$ cat config.mk
export PLATFORM = sky130hd
export DESIGN_NAME = ppm_menu
export DESIGN_NICKNAME = d
export VERILOG_FILES = /design/src/design/ppm_pkg.sv /design/src/design/ppm_menu.sv
export SDC_FILE = /design/constraint.sdc
export NUM_CORES = 1
export LEC_CHECK = 0
export ABC_CLOCK_PERIOD_IN_PS = 4000
export BUFFER_PORTS_ARGS = -buffer_cell sky130_fd_sc_hd__buf_4
export CAP_MARGIN = 40
export CORE_MARGIN = 2
export CORE_UTILIZATION = 35
export CTS_CLUSTER_DIAMETER = 100
export DETAILED_ROUTE_END_ITERATION = 6
export GPL_TIMING_DRIVEN = 0
export PLACE_DENSITY = 0.62
export SYNTH_ARGS = -nofsm -noshare
export SYNTH_HDL_FRONTEND = slang
export SYNTH_SLANG_ARGS = --single-unit
$ cat constraint.sdc
create_clock -name sys_clk -period 4 [get_ports sys_clk]
set_input_delay 0.2 -clock sys_clk [delete_from_list [all_inputs] [get_ports sys_clk]]
set_output_delay 0.2 -clock sys_clk [all_outputs]
set_load 0.05 [all_outputs]
$ cat src/design/ppm_pkg.sv
package ppm_pkg;
    // Clock rate and hold timing
    localparam int unsigned CLK_HZ = 40_000_000;
    localparam int unsigned HOLD_MS = 1000;
    localparam int unsigned HOLD_CYCLES = (CLK_HZ / 1000) * HOLD_MS;
    localparam int unsigned REPEAT_MS = 100;
    localparam int unsigned REPEAT_CYCLES = (CLK_HZ / 1000) * REPEAT_MS;
    localparam int unsigned BLINK_MS = 250;
    localparam int unsigned BLINK_CYCLES = (CLK_HZ / 1000) * BLINK_MS;
    localparam int unsigned MAX_DIGITS = 16;
    localparam int unsigned SHORT_DIGITS = 8;
    localparam logic [3:0] DIGIT_MIN = 4'h0;
    localparam logic [3:0] DIGIT_MAX = 4'hF;
    localparam logic [3:0] LAST_POS = 4'hF;

    // Menu items
    typedef enum logic [1:0] {
        PPM_ITEM_NONE,
        PPM_ITEM_PASSCODE,
        PPM_ITEM_CLEAR
    } ppm_item_t;

    // Screens shown by the display
    typedef enum logic [3:0] {
        PPM_SCR_IO_STATUS,
        PPM_SCR_MENU,
        PPM_SCR_NOT_SET,
        PPM_SCR_ENTRY_16,
        PPM_SCR_ENTRY_8,
        PPM_SCR_REENABLE,
        PPM_SCR_ALL_OK,
        PPM_SCR_BAD_CODE,
        PPM_SCR_CLEAR_ASK,
        PPM_SCR_RUNNING
    } ppm_screen_t;

    // Debounced button levels
    typedef struct packed {
        logic esc;
        logic minus;
        logic plus;
        logic ok;
    } ppm_buttons_t;

    // Passcode status from the main unit
    typedef struct packed {
        logic registered;
        logic long_code;
        logic cancelled;
    } ppm_code_state_t;

    // Display view
    typedef struct packed {
        ppm_screen_t screen;
        logic [63:0] digits;
        logic [3:0] cursor;
        logic blink_on;
    } ppm_view_t;
endpackage : ppm_pkg

$ cat src/design/ppm_menu.sv
`timescale 1ns/1ps
// Notes on behaviour
// - No path ever reveals or recovers the stored passcode.
// - OK on passcode item shows one of four screens per code state.
// - ESC from menu returns to main I/O status display.
// - Sixteen-digit code shows two lines, eight-digit code one line.
// - Entry starts at highest digit; active digit blinks.
// - Minus decrements digit; one-second hold repeats fast.
// - Plus increments digit; one-second hold repeats fast.
// - OK on non-final digit latches it and moves one lower.
// - OK on final digit compares; match cancels protection, shows success.
// - Mismatch shows incorrect message, protection stays.
// - ESC at highest digit abandons entry to menu.
// - ESC at lower digit discards it and moves one higher.
// - Re-enable screen: OK restores protection, returns; plus/minus ignored.
// - Re-enable screen: ESC keeps cancelled state, returns to menu.
// - All-clear only when stopped; relays off, data zeroed.
// - Clear hits outputs, relays, states, timers, counters, registers; not inputs, files.
// - Clear screen: OK clears and returns; ESC cancels; plus/minus ignored.
// - Running on OK shows running message; OK or ESC returns.
module ppm_menu #(
    parameter int unsigned HOLD_COUNT = ppm_pkg::HOLD_CYCLES,
    parameter int unsigned REPEAT_COUNT = ppm_pkg::REPEAT_CYCLES,
    parameter int unsigned BLINK_COUNT = ppm_pkg::BLINK_CYCLES
) (
    input wire logic sys_clk,
    input wire logic nrst,
    input wire ppm_pkg::ppm_buttons_t buttons,
    input wire ppm_pkg::ppm_item_t menu_item,
    input wire logic menu_select,
    input wire ppm_pkg::ppm_code_state_t code_state,
    input wire logic ctrl_stopped,
    input wire logic compare_done,
    input wire logic compare_match,
    output ppm_pkg::ppm_view_t view,
    output logic compare_req,
    output logic [63:0] compare_code,
    output logic protect_cancel,
    output logic protect_restore,
    output logic clear_req
);
    import ppm_pkg::*;

    // Entry start positions per code length
    localparam logic [3:0] SHORT_FIRST = 4'(MAX_DIGITS - SHORT_DIGITS);
    localparam logic [3:0] LONG_FIRST = 4'h0;

    typedef enum {
        ST_IO,
        ST_MENU,
        ST_NOT_SET,
        ST_ENTRY,
        ST_WAIT_CMP,
        ST_ALL_OK,
        ST_BAD,
        ST_REENABLE,
        ST_CLEAR_ASK,
        ST_RUNNING
    } ppm_state_t;

    ppm_state_t state_reg;
    ppm_buttons_t sync1_reg;
    ppm_buttons_t sync2_reg;
    ppm_buttons_t prev_reg;
    logic [3:0] pos_reg;
    logic [63:0] code_reg;
    logic [31:0] hold_reg;
    logic [31:0] rep_reg;
    logic [31:0] blink_cnt_reg;
    logic blink_reg;
    logic sel_sync1_reg;
    logic sel_sync2_reg;
    logic sel_prev_reg;
    logic stop_sync1_reg;
    logic stop_sync2_reg;
    logic long_reg;
    ppm_buttons_t press;
    logic sel_press;
    logic step_up;
    logic step_dn;
    logic repeat_tick;
    logic [3:0] first_pos;
    logic [3:0] cur_digit;

    // Pins from the panel are asynchronous
    always_ff @(posedge sys_clk or negedge nrst)
    begin
        if (!nrst)
        begin
            sync1_reg <= '0;
            sync2_reg <= '0;
            prev_reg <= '0;
            sel_sync1_reg <= 1'b0;
            sel_sync2_reg <= 1'b0;
            sel_prev_reg <= 1'b0;
            stop_sync1_reg <= 1'b0;
            stop_sync2_reg <= 1'b0;
        end
        else
        begin
            sync1_reg <= buttons;
            sync2_reg <= sync1_reg;
            prev_reg <= sync2_reg;
            sel_sync1_reg <= menu_select;
            sel_sync2_reg <= sel_sync1_reg;
            sel_prev_reg <= sel_sync2_reg;
            stop_sync1_reg <= ctrl_stopped;
            stop_sync2_reg <= stop_sync1_reg;
        end
    end

    assign press = sync2_reg & ~prev_reg;
    assign sel_press = sel_sync2_reg & ~sel_prev_reg;
    // Short code occupies the low eight digits
    assign first_pos = long_reg ? LONG_FIRST : SHORT_FIRST;
    assign cur_digit = code_reg[(4'hF - pos_reg) * 4 +: 4];

    // Hold timer for auto-repeat
    always_ff @(posedge sys_clk or negedge nrst)
    begin
        if (!nrst)
        begin
            hold_reg <= '0;
            rep_reg <= '0;
        end
        else if (sync2_reg.plus ^ sync2_reg.minus)
        begin
            if (hold_reg < HOLD_COUNT)
            begin
                hold_reg <= hold_reg + 32'h1;
                rep_reg <= '0;
            end
            else if (rep_reg >= REPEAT_COUNT - 1)
                rep_reg <= '0;
            else
                rep_reg <= rep_reg + 32'h1;
        end
        else
        begin
            hold_reg <= '0;
            rep_reg <= '0;
        end
    end

    // One repeat pulse shared by both directions
    assign repeat_tick = hold_reg >= HOLD_COUNT && rep_reg == 0;
    assign step_dn = press.minus | (sync2_reg.minus && !sync2_reg.plus && repeat_tick);
    assign step_up = press.plus | (sync2_reg.plus && !sync2_reg.minus && repeat_tick);

    always_ff @(posedge sys_clk or negedge nrst)
    begin
        if (!nrst)
        begin
            blink_cnt_reg <= '0;
            blink_reg <= 1'b1;
        end
        else if (state_reg != ST_ENTRY)
        begin
            // Restart so entry opens with the digit lit
            blink_cnt_reg <= '0;
            blink_reg <= 1'b1;
        end
        else if (blink_cnt_reg >= BLINK_COUNT - 1)
        begin
            blink_cnt_reg <= '0;
            blink_reg <= ~blink_reg;
        end
        else
            blink_cnt_reg <= blink_cnt_reg + 32'h1;
    end

    // Menu state machine
    always_ff @(posedge sys_clk or negedge nrst)
    begin
        if (!nrst)
        begin
            state_reg <= ST_IO;
            pos_reg <= 4'h0;
            code_reg <= '0;
            long_reg <= 1'b0;
            compare_req <= 1'b0;
            protect_cancel <= 1'b0;
            protect_restore <= 1'b0;
            clear_req <= 1'b0;
        end
        else
        begin
            compare_req <= 1'b0;
            protect_cancel <= 1'b0;
            protect_restore <= 1'b0;
            clear_req <= 1'b0;
            case (state_reg)
                ST_IO:
                    if (press.ok)
                        state_reg <= ST_MENU;
                ST_MENU:
                    if (press.esc)
                        state_reg <= ST_IO;
                    else if (sel_press && menu_item == PPM_ITEM_PASSCODE)
                    begin
                        if (!code_state.registered)
                            state_reg <= ST_NOT_SET;
                        else if (code_state.cancelled)
                            state_reg <= ST_REENABLE;
                        else
                        begin
                            state_reg <= ST_ENTRY;
                            long_reg <= code_state.long_code;
                            pos_reg <= code_state.long_code ? LONG_FIRST : SHORT_FIRST;
                            code_reg <= '0;
                        end
                    end
                    else if (sel_press && menu_item == PPM_ITEM_CLEAR)
                        state_reg <= ST_CLEAR_ASK;
                ST_NOT_SET:
                    if (press.esc || press.ok)
                        state_reg <= ST_MENU;
                ST_ENTRY:
                    if (press.esc)
                    begin
                        if (pos_reg == first_pos)
                        begin
                            code_reg <= '0;
                            state_reg <= ST_MENU;
                        end
                        else
                        begin
                            code_reg[(4'hF - pos_reg) * 4 +: 4] <= DIGIT_MIN;
                            pos_reg <= pos_reg - 4'h1;
                        end
                    end
                    else if (press.ok)
                    begin
                        if (pos_reg == LAST_POS)
                        begin
                            compare_req <= 1'b1;
                            state_reg <= ST_WAIT_CMP;
                        end
                        else
                            pos_reg <= pos_reg + 4'h1;
                    end
                    else if (step_up && cur_digit != DIGIT_MAX)
                        code_reg[(4'hF - pos_reg) * 4 +: 4] <= cur_digit + 4'h1;
                    else if (step_dn && cur_digit != DIGIT_MIN)
                        code_reg[(4'hF - pos_reg) * 4 +: 4] <= cur_digit - 4'h1;
                ST_WAIT_CMP:
                    // Comparison lives in the main unit; code never read back
                    if (compare_done)
                    begin
                        if (compare_match)
                        begin
                            protect_cancel <= 1'b1;
                            state_reg <= ST_ALL_OK;
                        end
                        else
                            state_reg <= ST_BAD;
                        code_reg <= '0;
                    end
                ST_ALL_OK, ST_BAD, ST_RUNNING:
                    if (press.ok || press.esc)
                        state_reg <= ST_MENU;
                ST_REENABLE:
                    if (press.ok)
                    begin
                        protect_restore <= 1'b1;
                        state_reg <= ST_MENU;
                    end
                    else if (press.esc)
                        state_reg <= ST_MENU;
                ST_CLEAR_ASK:
                    if (press.ok)
                    begin
                        if (stop_sync2_reg)
                        begin
                            // device groups chosen by main unit
                            clear_req <= 1'b1;
                            state_reg <= ST_MENU;
                        end
                        else
                            state_reg <= ST_RUNNING;
                    end
                    else if (press.esc)
                        state_reg <= ST_MENU;
                default:
                    state_reg <= ST_IO;
            endcase
        end
    end

    // Drives what the display shows
    always_ff @(posedge sys_clk or negedge nrst)
    begin
        if (!nrst)
            view <= '{PPM_SCR_IO_STATUS, 64'h0, 4'h0, 1'b0};
        else
        begin
            if (state_reg == ST_ENTRY || state_reg == ST_WAIT_CMP)
                view.digits <= code_reg;
            else
                view.digits <= '0;
            view.cursor <= pos_reg;
            view.blink_on <= blink_reg && state_reg == ST_ENTRY;
            case (state_reg)
                ST_IO: view.screen <= PPM_SCR_IO_STATUS;
                ST_MENU: view.screen <= PPM_SCR_MENU;
                ST_NOT_SET: view.screen <= PPM_SCR_NOT_SET;
                ST_ENTRY, ST_WAIT_CMP: view.screen <= long_reg ? PPM_SCR_ENTRY_16 : PPM_SCR_ENTRY_8;
                ST_ALL_OK: view.screen <= PPM_SCR_ALL_OK;
                ST_BAD: view.screen <= PPM_SCR_BAD_CODE;
                ST_REENABLE: view.screen <= PPM_SCR_REENABLE;
                ST_CLEAR_ASK: view.screen <= PPM_SCR_CLEAR_ASK;
                ST_RUNNING: view.screen <= PPM_SCR_RUNNING;
                default: view.screen <= PPM_SCR_IO_STATUS;
            endcase
        end
    end

    assign compare_code = code_reg;
endmodule : ppm_menu

==> qor.yml, run 1 <==
outcome: "finished, final reports clean"
grt_pass1_wl_um: 48130
grt_max_degree: 113
syn_avg_cell_area_um2: 11.50
power.density_mw_per_mm2: 387.1
rsz0062_at_grt: "false"
final-hold-violation-count: 0
firstDrtPassIters: 5
track_usage_pct: 16.31
drcViolationCount: 0
final_common_cell: "dfrtp_1"
clock_sinks: 292
overflow: 0
layout-drive-gt1-share_pct: 19.60
crit_path_start_kind: "flop"
fin_cells: 1818
crit_required_ns: 4.44
p_int_w: 0.004815
syn-instance-count: 1088
path_buf_inv: 3
largest-register: "view"
synth_ff_type: "dfrtp_1"
placed_cells: 1752
die_y_um: 193.1
synthDistinctLibCells: 71
pwr-share-comb_pct: 2.4
hold_path_class: "in -> reg"
critPathTopFamily: "compound AO/OA/AOI/OAI gates"
worstRegToRegCells: 13
grt_pass1_vias: 8781
largest_reg_flops: 73
worstHoldPathCells: 4
cts_tree: "built"
rows: 69
switchingPower_w: 0.001255
tightest_slew_ns: 0.7123
cap_viol_max_count: 0
setup_ws_ns: 0.2526
pwr-share-seq_pct: 49.6
start_util_pct: 35.35
arrival_ns: 4.18
rr_endpoint: "compare_code[20]"
numCtsBuffers: 30
wl_per_cell_um: 16.64
tns_ns: 0
dp_hpwl_um: 22000
synth_area_mm2: 0.01251
place_worst_setup_slack_ns: 0.01258
place.gp.congestion: 0.8988
fp.dieArea_mm2: 0.03728
htreeDepth: 1
clock_latency_ns: 0.56
port_buffers: 155
synth_enable_flop_cells: 0
totalWireLength_um: 30260
antenna_found_initial: 0
critPathCaptureType: "flop"
finalClockSkew_ns: 0.01380
io_pins: 156
path_cells: "buf_6 > buf_6 > clkbuf_4 > mux2i_1 > a221oi_1 > a22oi_1 > nand2_1 > ha_1 > and3_1 > o21a_1 > o31ai_4 > nand2_1 > mux2_1"
antenna_left: 0
period_share_pct: 93.68
seq_area_mm2: 0.007308
ys_ff_latch: 292
slowest_delay_ns: 0.41
setup_violations: 0
core_area_mm2: 0.03540
slew_viol_final: 0
critical_path_class: "reg -> reg"
root_buffer: "clkbuf_16"
fin_nets: 1366
vias: 8975
num-fill-cells: 3325
n_antenna_cell: 0
clk_path_buf_depth: 3
drtIter0Drc: 596
hp-start: "code_state[2]"
multi_input_area_mm2: 0.005104
layout_common_cells: "dfrtp_1, buf_4, nor2_1"
power.leakage_nw: 7.114
worst_ir_drop_vdd_mv: 0.3251
min_period_ns: 3.747
utilization_pct: 44.31
min_to: "state_reg[2]"
path_clk_slew_ns: 0.06
p_sw_share_pct: 20.68
clockPowerShare_pct: 48.1
fmax_ghz: 0.2669
rrSetupSlack_ns: 0.25
crit_fanout: 10
yosysSeqAreaShare_pct: 58.41
die_w_um: 193.1
slowest_stage: "dfrtp_1"
ys_async_sr_fraction_pct: 100.0
max-slew-margin-rel_pct: 51.84
r2r_start: "pos_reg[0]"
yosys_warnings: 0
avgViaCountPerCell: 4.937
area_growth_pct: 25.35
## cell families after synthesis
group,count (synthesis),share of synthesized area (%)
buffers and inverters,70,2.350
AO/OA/AOI/OAI,166,10.35
adder cells (fa/ha/maj),18,1.860
multiplexers,34,4.020
XOR/XNOR,70,4.900
other,1,0.02997
flip-flops,292,58.41
AND/OR/NAND/NOR,437,18.08
## metrics by stage
stage / area (um2) / power, W / hold WS, ns
CTS: 15650 / 0.006144 / 0.002638
detailed placement: 14500 / 0.003203 / 0.2416
finish: 15680 / 0.006070 / 0.01845
floorplan: 12680 / 0.003107 / -0.09559
global route: 15680 / 0.006302 / 0.02071
global placement: 14420 / 0.003192 / 0.3112
## power by group through the flow
stage	clock network, W	logic, W	registers (W)
after floorplan	0	0.0000487	0.00306
after global placement	0	0.000130	0.00306
after detailed placement	0	0.000140	0.00306
after CTS	0.00299	0.000148	0.00301
after global routing	0.00312	0.000169	0.00301
final	0.00292	0.000144	0.00301
## area by class of cell
type	instances	area share (%)
flip-flops and latches	292	46.60
multi-input cells	771	32.54
repair buffers	168	8.512
clock buffers	41	5.568
well taps	461	3.678
plain buffers	44	1.300
clock inverters	15	1.181
inverters	26	0.6223
## synth_stat cells, types with 17 or more instances
library cell | number | area (um2)
o21ai_0 | 20 | 100.1
o2bb2ai_1 | 42 | 367.9
dfrtp_1 | 291 | 7282
a21o_1 | 17 | 127.6
nand2_1 | 67 | 251.5
inv_1 | 26 | 97.59
nand3_1 | 35 | 175.2
xnor2_1 | 26 | 227.7
xor2_1 | 44 | 385.4
nor2_1 | 125 | 469.2
and2_1 | 73 | 456.7
clkbuf_1 | 32 | 120.1
ha_1 | 17 | 212.7
nor3_1 | 26 | 130.1
## per-layer routing
| layer | share of wire, % | vias to the layer above | GRT usage, % |
|---|---|---|---|
| met5 | 0 | - | 0 |
| met4 | 1.6 | 0 | 3.846 |
| met3 | 6.1 | 41 | 2.588 |
| met2 | 47 | 241 | 26.35 |
| met1 | 45 | 4430 | 23.09 |
| li1 | - | 4263 | - |
## worst min-delay path: stages
cell       delay (ns)
buf_4            0.12
nand3_1          0.06
a21o_1           0.10
o2bb2ai_1        0.06
## worst max path at each step
stage | from | end | slack, ns | depth (start not counted)
after global routing | pos_reg[0] | compare_code[55] | 0.01 | 15
after floorplan | pos_reg[0] | compare_code[46] | 0.76 | 13
after CTS | pos_reg[0] | compare_code[8] | 0.05 | 13
final | pos_reg[0] | compare_code[20] | 0.25 | 13
after detailed placement | pos_reg[1] | compare_code[46] | 0.01 | 13
after global placement | pos_reg[0] | compare_code[46] | 0.08 | 15
## timing repair
action | CTS | global route
resized for setup | 2 | 9
pin swaps | 0 | 1
hold buffers | 9 | 0
setup buffers | 0 | 1
endpoints found under the setup margin | 1 | 54
hold endpoints to repair | 96 | 0
Power figures use the tool's default switching activity.
==> run 2, diff against run 1 <==
--- a/config.mk
+++ b/config.mk
@@ -8,7 +8,6 @@
 export ABC_CLOCK_PERIOD_IN_PS = 4000
 export BUFFER_PORTS_ARGS = -buffer_cell sky130_fd_sc_hd__buf_4
 export CAP_MARGIN = 40
-export CORE_MARGIN = 2
 export CORE_UTILIZATION = 35
 export CTS_CLUSTER_DIAMETER = 100
 export DETAILED_ROUTE_END_ITERATION = 6
==> run 2 against run 1 <==
Net effect:
- via count about the same
- non-clock buffer count down 1
- combinational power barely moved
- die area decreased by 2.1%
- critical path type unchanged
- critical endpoint is now compare_code[7]
- largest power group is now clock
- highest routed layer unchanged
==> qor.yml, run 2 (synthesized netlist as in run 1, its figures left out) <==
dp_hpwl_um: 21740
crit_path_start_kind: "flop"
firstDrtPassIters: 5
fin_cells: 1812
area_growth_pct: 25.58
htreeDepth: 1
hold_path_class: "in -> reg"
rows: 68
fmax_ghz: 0.2609
drcViolationCount: 0
grt_pass1_wl_um: 47920
largest_reg_flops: 73
critical_path_class: "reg -> reg"
arrival_ns: 4.27
overflow: 0
vias: 8978
setup_ws_ns: 0.1675
largest-register: "view"
antenna_left: 0
p_total_w: 0.006267
outcome: "finished, final reports clean"
crit_required_ns: 4.44
port_buffers: 155
place_worst_setup_slack_ns: -0.00003908
crit_fanout: 10
placed_cells: 1746
grt_max_degree: 121
die_y_um: 191.1
worst_ir_drop_vdd_mv: 0.3312
critPathCaptureType: "flop"
core_area_mm2: 0.03488
drtIter0Drc: 520
power.leakage_nw: 7.118
totalWireLength_um: 30270
wl_per_cell_um: 16.70
grt_pass1_vias: 8806
final-hold-violation-count: 0
die_w_um: 191.1
n_antenna_cell: 0
avgViaCountPerCell: 4.955
max-slew-margin-rel_pct: 53.71
tightest_slew_ns: 0.6848
layout_common_cells: "dfrtp_1, buf_4, nor2_1"
path_clk_slew_ns: 0.06
io_pins: 156
cts_tree: "built"
start_util_pct: 35.87
track_usage_pct: 16.63
min_period_ns: 3.833
slew_viol_final: 0
layout-drive-gt1-share_pct: 19.45
place.gp.congestion: 0.9008
dpl_cell_area_mm2: 0.01448
post_cts_buffers: 0
cap_viol_max_count: 0
rsz0062_at_grt: "false"
clock_sinks: 292
fin_area_mm2: 0.01571
finalClockSkew_ns: 0.01881
period_share_pct: 95.81
setup_violations: 0
antenna_found_initial: 0
clk_path_buf_depth: 3
numCtsBuffers: 31
final_common_cell: "dfrtp_1"
fin_nets: 1366
root_buffer: "clkbuf_16"
clock_latency_ns: 0.56
fp.dieArea_mm2: 0.03651
power.density_mw_per_mm2: 398.9
run 2: timing repair:
item	in CTS	in global routing
hold buffers	9	0
setup endpoints to repair	3	54
cloned	0	0
pin swaps	0	1
endpoints found under the hold margin	65	0
resized for setup	2	6
run 2: area by class of cell:
cell class / count / area, um2
Fill cell: 3245 / 19170
Tap cell: 455 / 569.3
Inverter: 26 / 97.59
Clock inverter: 17 / 251.5
Buffer: 44 / 201.4
Multi-Input combinational cell: 771 / 5091
Sequential cell: 292 / 7308
Timing Repair Buffer: 167 / 1324
Clock buffer: 40 / 869.6
run 2: worst paths after layout:
check / start / to / slack [ns] / cells past startpoint
worst min register to register: sync1_reg[3] / sync2_reg[3] / 0.35 / 0
max in group asynchronous: nrst / view[11] / 2.89 / 3
min in group asynchronous: nrst / protect_cancel / 0.17 / 2
worst max register to register: pos_reg[1] / compare_code[7] / 0.17 / 13
worst max-delay path: pos_reg[1] / compare_code[7] / 0.17 / 13
worst min-delay path: code_state[2] / state_reg[2] / 0.02 / 4
run 2: per-stage QoR:
stage                     hold slack, ns  util [%]  setup TNS [ns]
final                            0.02463     45.04               0
after global routing             0.01336     45.04               0
after CTS                       0.004610     45.01               0
after detailed placement          0.1706     41.52     -0.00003908
after global placement            0.3111     41.32               0
after floorplan                 -0.09559         -               0
run 2: critical path, cell delays in order (launching register included):
cell and delay (ns):
dfrtp_1 0.47, buf_2 0.36, buf_4 0.28, mux4_2 0.37, a22oi_1 0.26, nand2_1 0.26
ha_1 0.33, nand3b_1 0.17, o32ai_1 0.30, a41o_1 0.22, a31oi_1 0.15, nand2b_1 0.15
buf_2 0.29, o2bb2ai_1 0.10
run 2: power breakdown:
part	switching, W	internal [W]
clock	0.00120	0.00192
sequential	0.0000165	0.00299
combinational	0.000102	0.0000413
total	0.00132	0.00495
run 2: per-layer routing:
layer  GRT usage (%)  part of all wire (%)
met4           4.579                   2.4
met2           26.28                    45
met5               0                     0
met3           2.791                   6.6
met1           23.50                    46
==> run 3, diff against run 2 <==
--- a/config.mk
+++ b/config.mk
@@ -9,6 +9,7 @@
 export BUFFER_PORTS_ARGS = -buffer_cell sky130_fd_sc_hd__buf_4
 export CAP_MARGIN = 40
 export CORE_UTILIZATION = 35
+export CTS_BUF_LIST = sky130_fd_sc_hd__clkbuf_4
 export CTS_CLUSTER_DIAMETER = 100
 export DETAILED_ROUTE_END_ITERATION = 6
 export GPL_TIMING_DRIVEN = 0
==> run 3 against run 2 <==
Net effect:
- utilization is 0.35 points lower
- hold slack better by 0.014 ns
- clock skew up 0.041 ns
- critical endpoint is now compare_code[6]
- combinational power rose by 4%
- final cell count rose by 4.2%
- fmax rose by 2.4%
- register-to-register slack gained 0.09 ns
- via count is 2.9% higher
- cell area fell by 0.78%
==> qor.yml, run 3 (synthesized netlist as in run 1, its figures left out) <==
rr_endpoint: "compare_code[6]"
clock_latency_ns: 0.73
max-slew-margin-rel_pct: 53.41
cap_viol_max_count: 0
grt_pass1_wl_um: 49180
rows: 68
start_util_pct: 35.87
fin_nets: 1420
layout-drive-gt1-share_pct: 22.36
fp.dieArea_mm2: 0.03651
pwr-share-seq_pct: 53.4
crit_path_start_kind: "flop"
drtIter0Drc: 474
rsz0062_at_grt: "false"
clk_path_buf_depth: 3
track_usage_pct: 17.30
path_clk_slew_ns: 0.06
numCtsBuffers: 77
tns_ns: 0
final_common_cell: "dfrtp_1"
finalClockSkew_ns: 0.05981
crit_required_ns: 4.58
fmax_ghz: 0.2672
grt_pass1_vias: 9286
rrSetupSlack_ns: 0.26
critical_path_class: "reg -> reg"
critPathCaptureType: "flop"
io_pins: 156
wl_met1_um: 13990
grt_max_degree: 121
port_buffers: 155
vias: 9241
p_int_w: 0.004339
outcome: "finished, final reports clean"
r2r_start: "pos_reg[1]"
met2_length_um: 14160
highest_layer: "met4"
clock_sinks: 292
setup_ws_ns: 0.2575
worst_ir_drop_vdd_mv: 0.1412
core_area_mm2: 0.03488
seq_area_mm2: 0.007308
crit_fanout: 10
die_w_um: 191.1
final-hold-violation-count: 0
worstRegToRegCells: 14
largest-register: "view"
layout_common_cells: "dfrtp_1, buf_4, nor2_1"
power.leakage_nw: 7.164
place.gp.congestion: 0.9008
power.density_mw_per_mm2: 361.0
htreeDepth: 3
wl_per_cell_um: 16.34
p_sw_share_pct: 22.91
overflow: 0
avgViaCountPerCell: 4.895
arrival_ns: 4.32
met3RoutedLength_um: 1973
setup_violations: 0
drcViolationCount: 0
setup.worst_path.start: "pos_reg[1]"
clockPowerShare_pct: 43.9
antenna_found_initial: 1
switchingPower_w: 0.001289
root_buffer: "clkbuf_4"
totalWireLength_um: 30840
antenna_left: 0
firstDrtPassIters: 5
place_worst_setup_slack_ns: -0.00003908
hold_path_class: "in -> reg"
pwr-share-comb_pct: 2.7
min_period_ns: 3.742
dp_hpwl_um: 21740
period_share_pct: 93.56
slew_viol_final: 0
cts_tree: "built"
area_growth_pct: 24.60
multi_input_area_mm2: 0.005087
die_y_um: 191.1
tightest_slew_ns: 0.6891
largest_reg_flops: 73
num-fill-cells: 3300
critPathCapture: "compare_code[6]"
## run 3: cell types whose count changed in the layout (fill, tap and decap cells not counted), sizes merged
| cell | previous run | this run |
|---|---|---|
| bufinv | 6 | 2 |
| clkbuf | 72 | 135 |
| clkinv | 5 | 17 |
| clkinvlp | 5 | 0 |
| diode | 0 | 2 |
| dlygate4sd3 | 9 | 16 |
| inv | 27 | 28 |
## run 3: worst min-delay path by stage
stage                       endpoint  slack, ns    startpoint  depth (start not counted)
floorplan           blink_cnt_reg[0]       -0.1          nrst                          0
global placement       sel_sync1_reg       0.31   menu_select                          1
detailed placement          view[71]       0.17          nrst                          1
CTS                     state_reg[3]      0.001  menu_item[0]                          5
global route            state_reg[3]       0.03  menu_item[0]                          5
finish                  state_reg[3]       0.04  menu_item[0]                          5
## run 3: power groups by stage
stage / logic (W) / clock network [W] / registers (W)
after floorplan: 0.0000487 / 0 / 0.00306
after global placement: 0.000131 / 0 / 0.00306
after detailed placement: 0.000141 / 0 / 0.00306
after CTS: 0.000155 / 0.00257 / 0.00301
after global routing: 0.000174 / 0.00274 / 0.00301
final: 0.000149 / 0.00247 / 0.00301
## run 3: cell type report
class                           instances  share of cell area (%)
Antenna cell                            2                 0.03210
Tap cell                              455                   3.652
Timing Repair Buffer                  175                   9.069
Clock inverter                         21                  0.8668
Buffer                                 44                   1.332
Sequential cell                       292                   46.88
Multi-Input combinational cell        771                   32.63
Clock buffer                          102                   4.912
Inverter                               26                  0.6260
## run 3: critical path, stage by stage, from the launching register on
cell       delay [ns]
dfrtp_1          0.46
buf_2            0.34
buf_4            0.28
mux4_2           0.37
a22oi_1          0.29
nand2_2          0.19
inv_1            0.11
ha_1             0.21
nand2_1          0.10
a2111oi_4        0.41
nor3_1           0.11
a21oi_2          0.23
or2_2            0.17
buf_2            0.24
o2bb2ai_1        0.09
## run 3: layer usage
| metal | global-route usage (%) | vias to the layer above |
|---|---|---|
| li1 | - | 4415 |
| met1 | 23.32 | 4478 |
| met2 | 26.76 | 300 |
| met3 | 3.855 | 48 |
| met4 | 7.387 | 0 |
| met5 | 0 | - |
## run 3: repair_timing
| action | CTS | global route |
|---|---|---|
| endpoints found under the hold margin | 304 | 0 |
| hold buffers | 17 | 0 |
| pin swaps | 0 | 2 |
| setup buffers | 0 | 0 |
| gates resized for setup | 2 | 8 |
| setup endpoints to repair | 16 | 62 |
## run 3: metrics by stage
step	hold slack, ns	area (um2)	util [%]	instances	power [W]
global placement	0.3111	14410	41.32	1743	0.003192
global route	0.03308	15590	44.69	1888	0.005919
CTS	0.001285	15570	44.64	1886	0.005734
finish	0.03841	15590	44.69	1888	0.005628
floorplan	-0.09559	12680	-	1133	0.003107
detailed placement	0.1706	14480	41.52	1746	0.003204
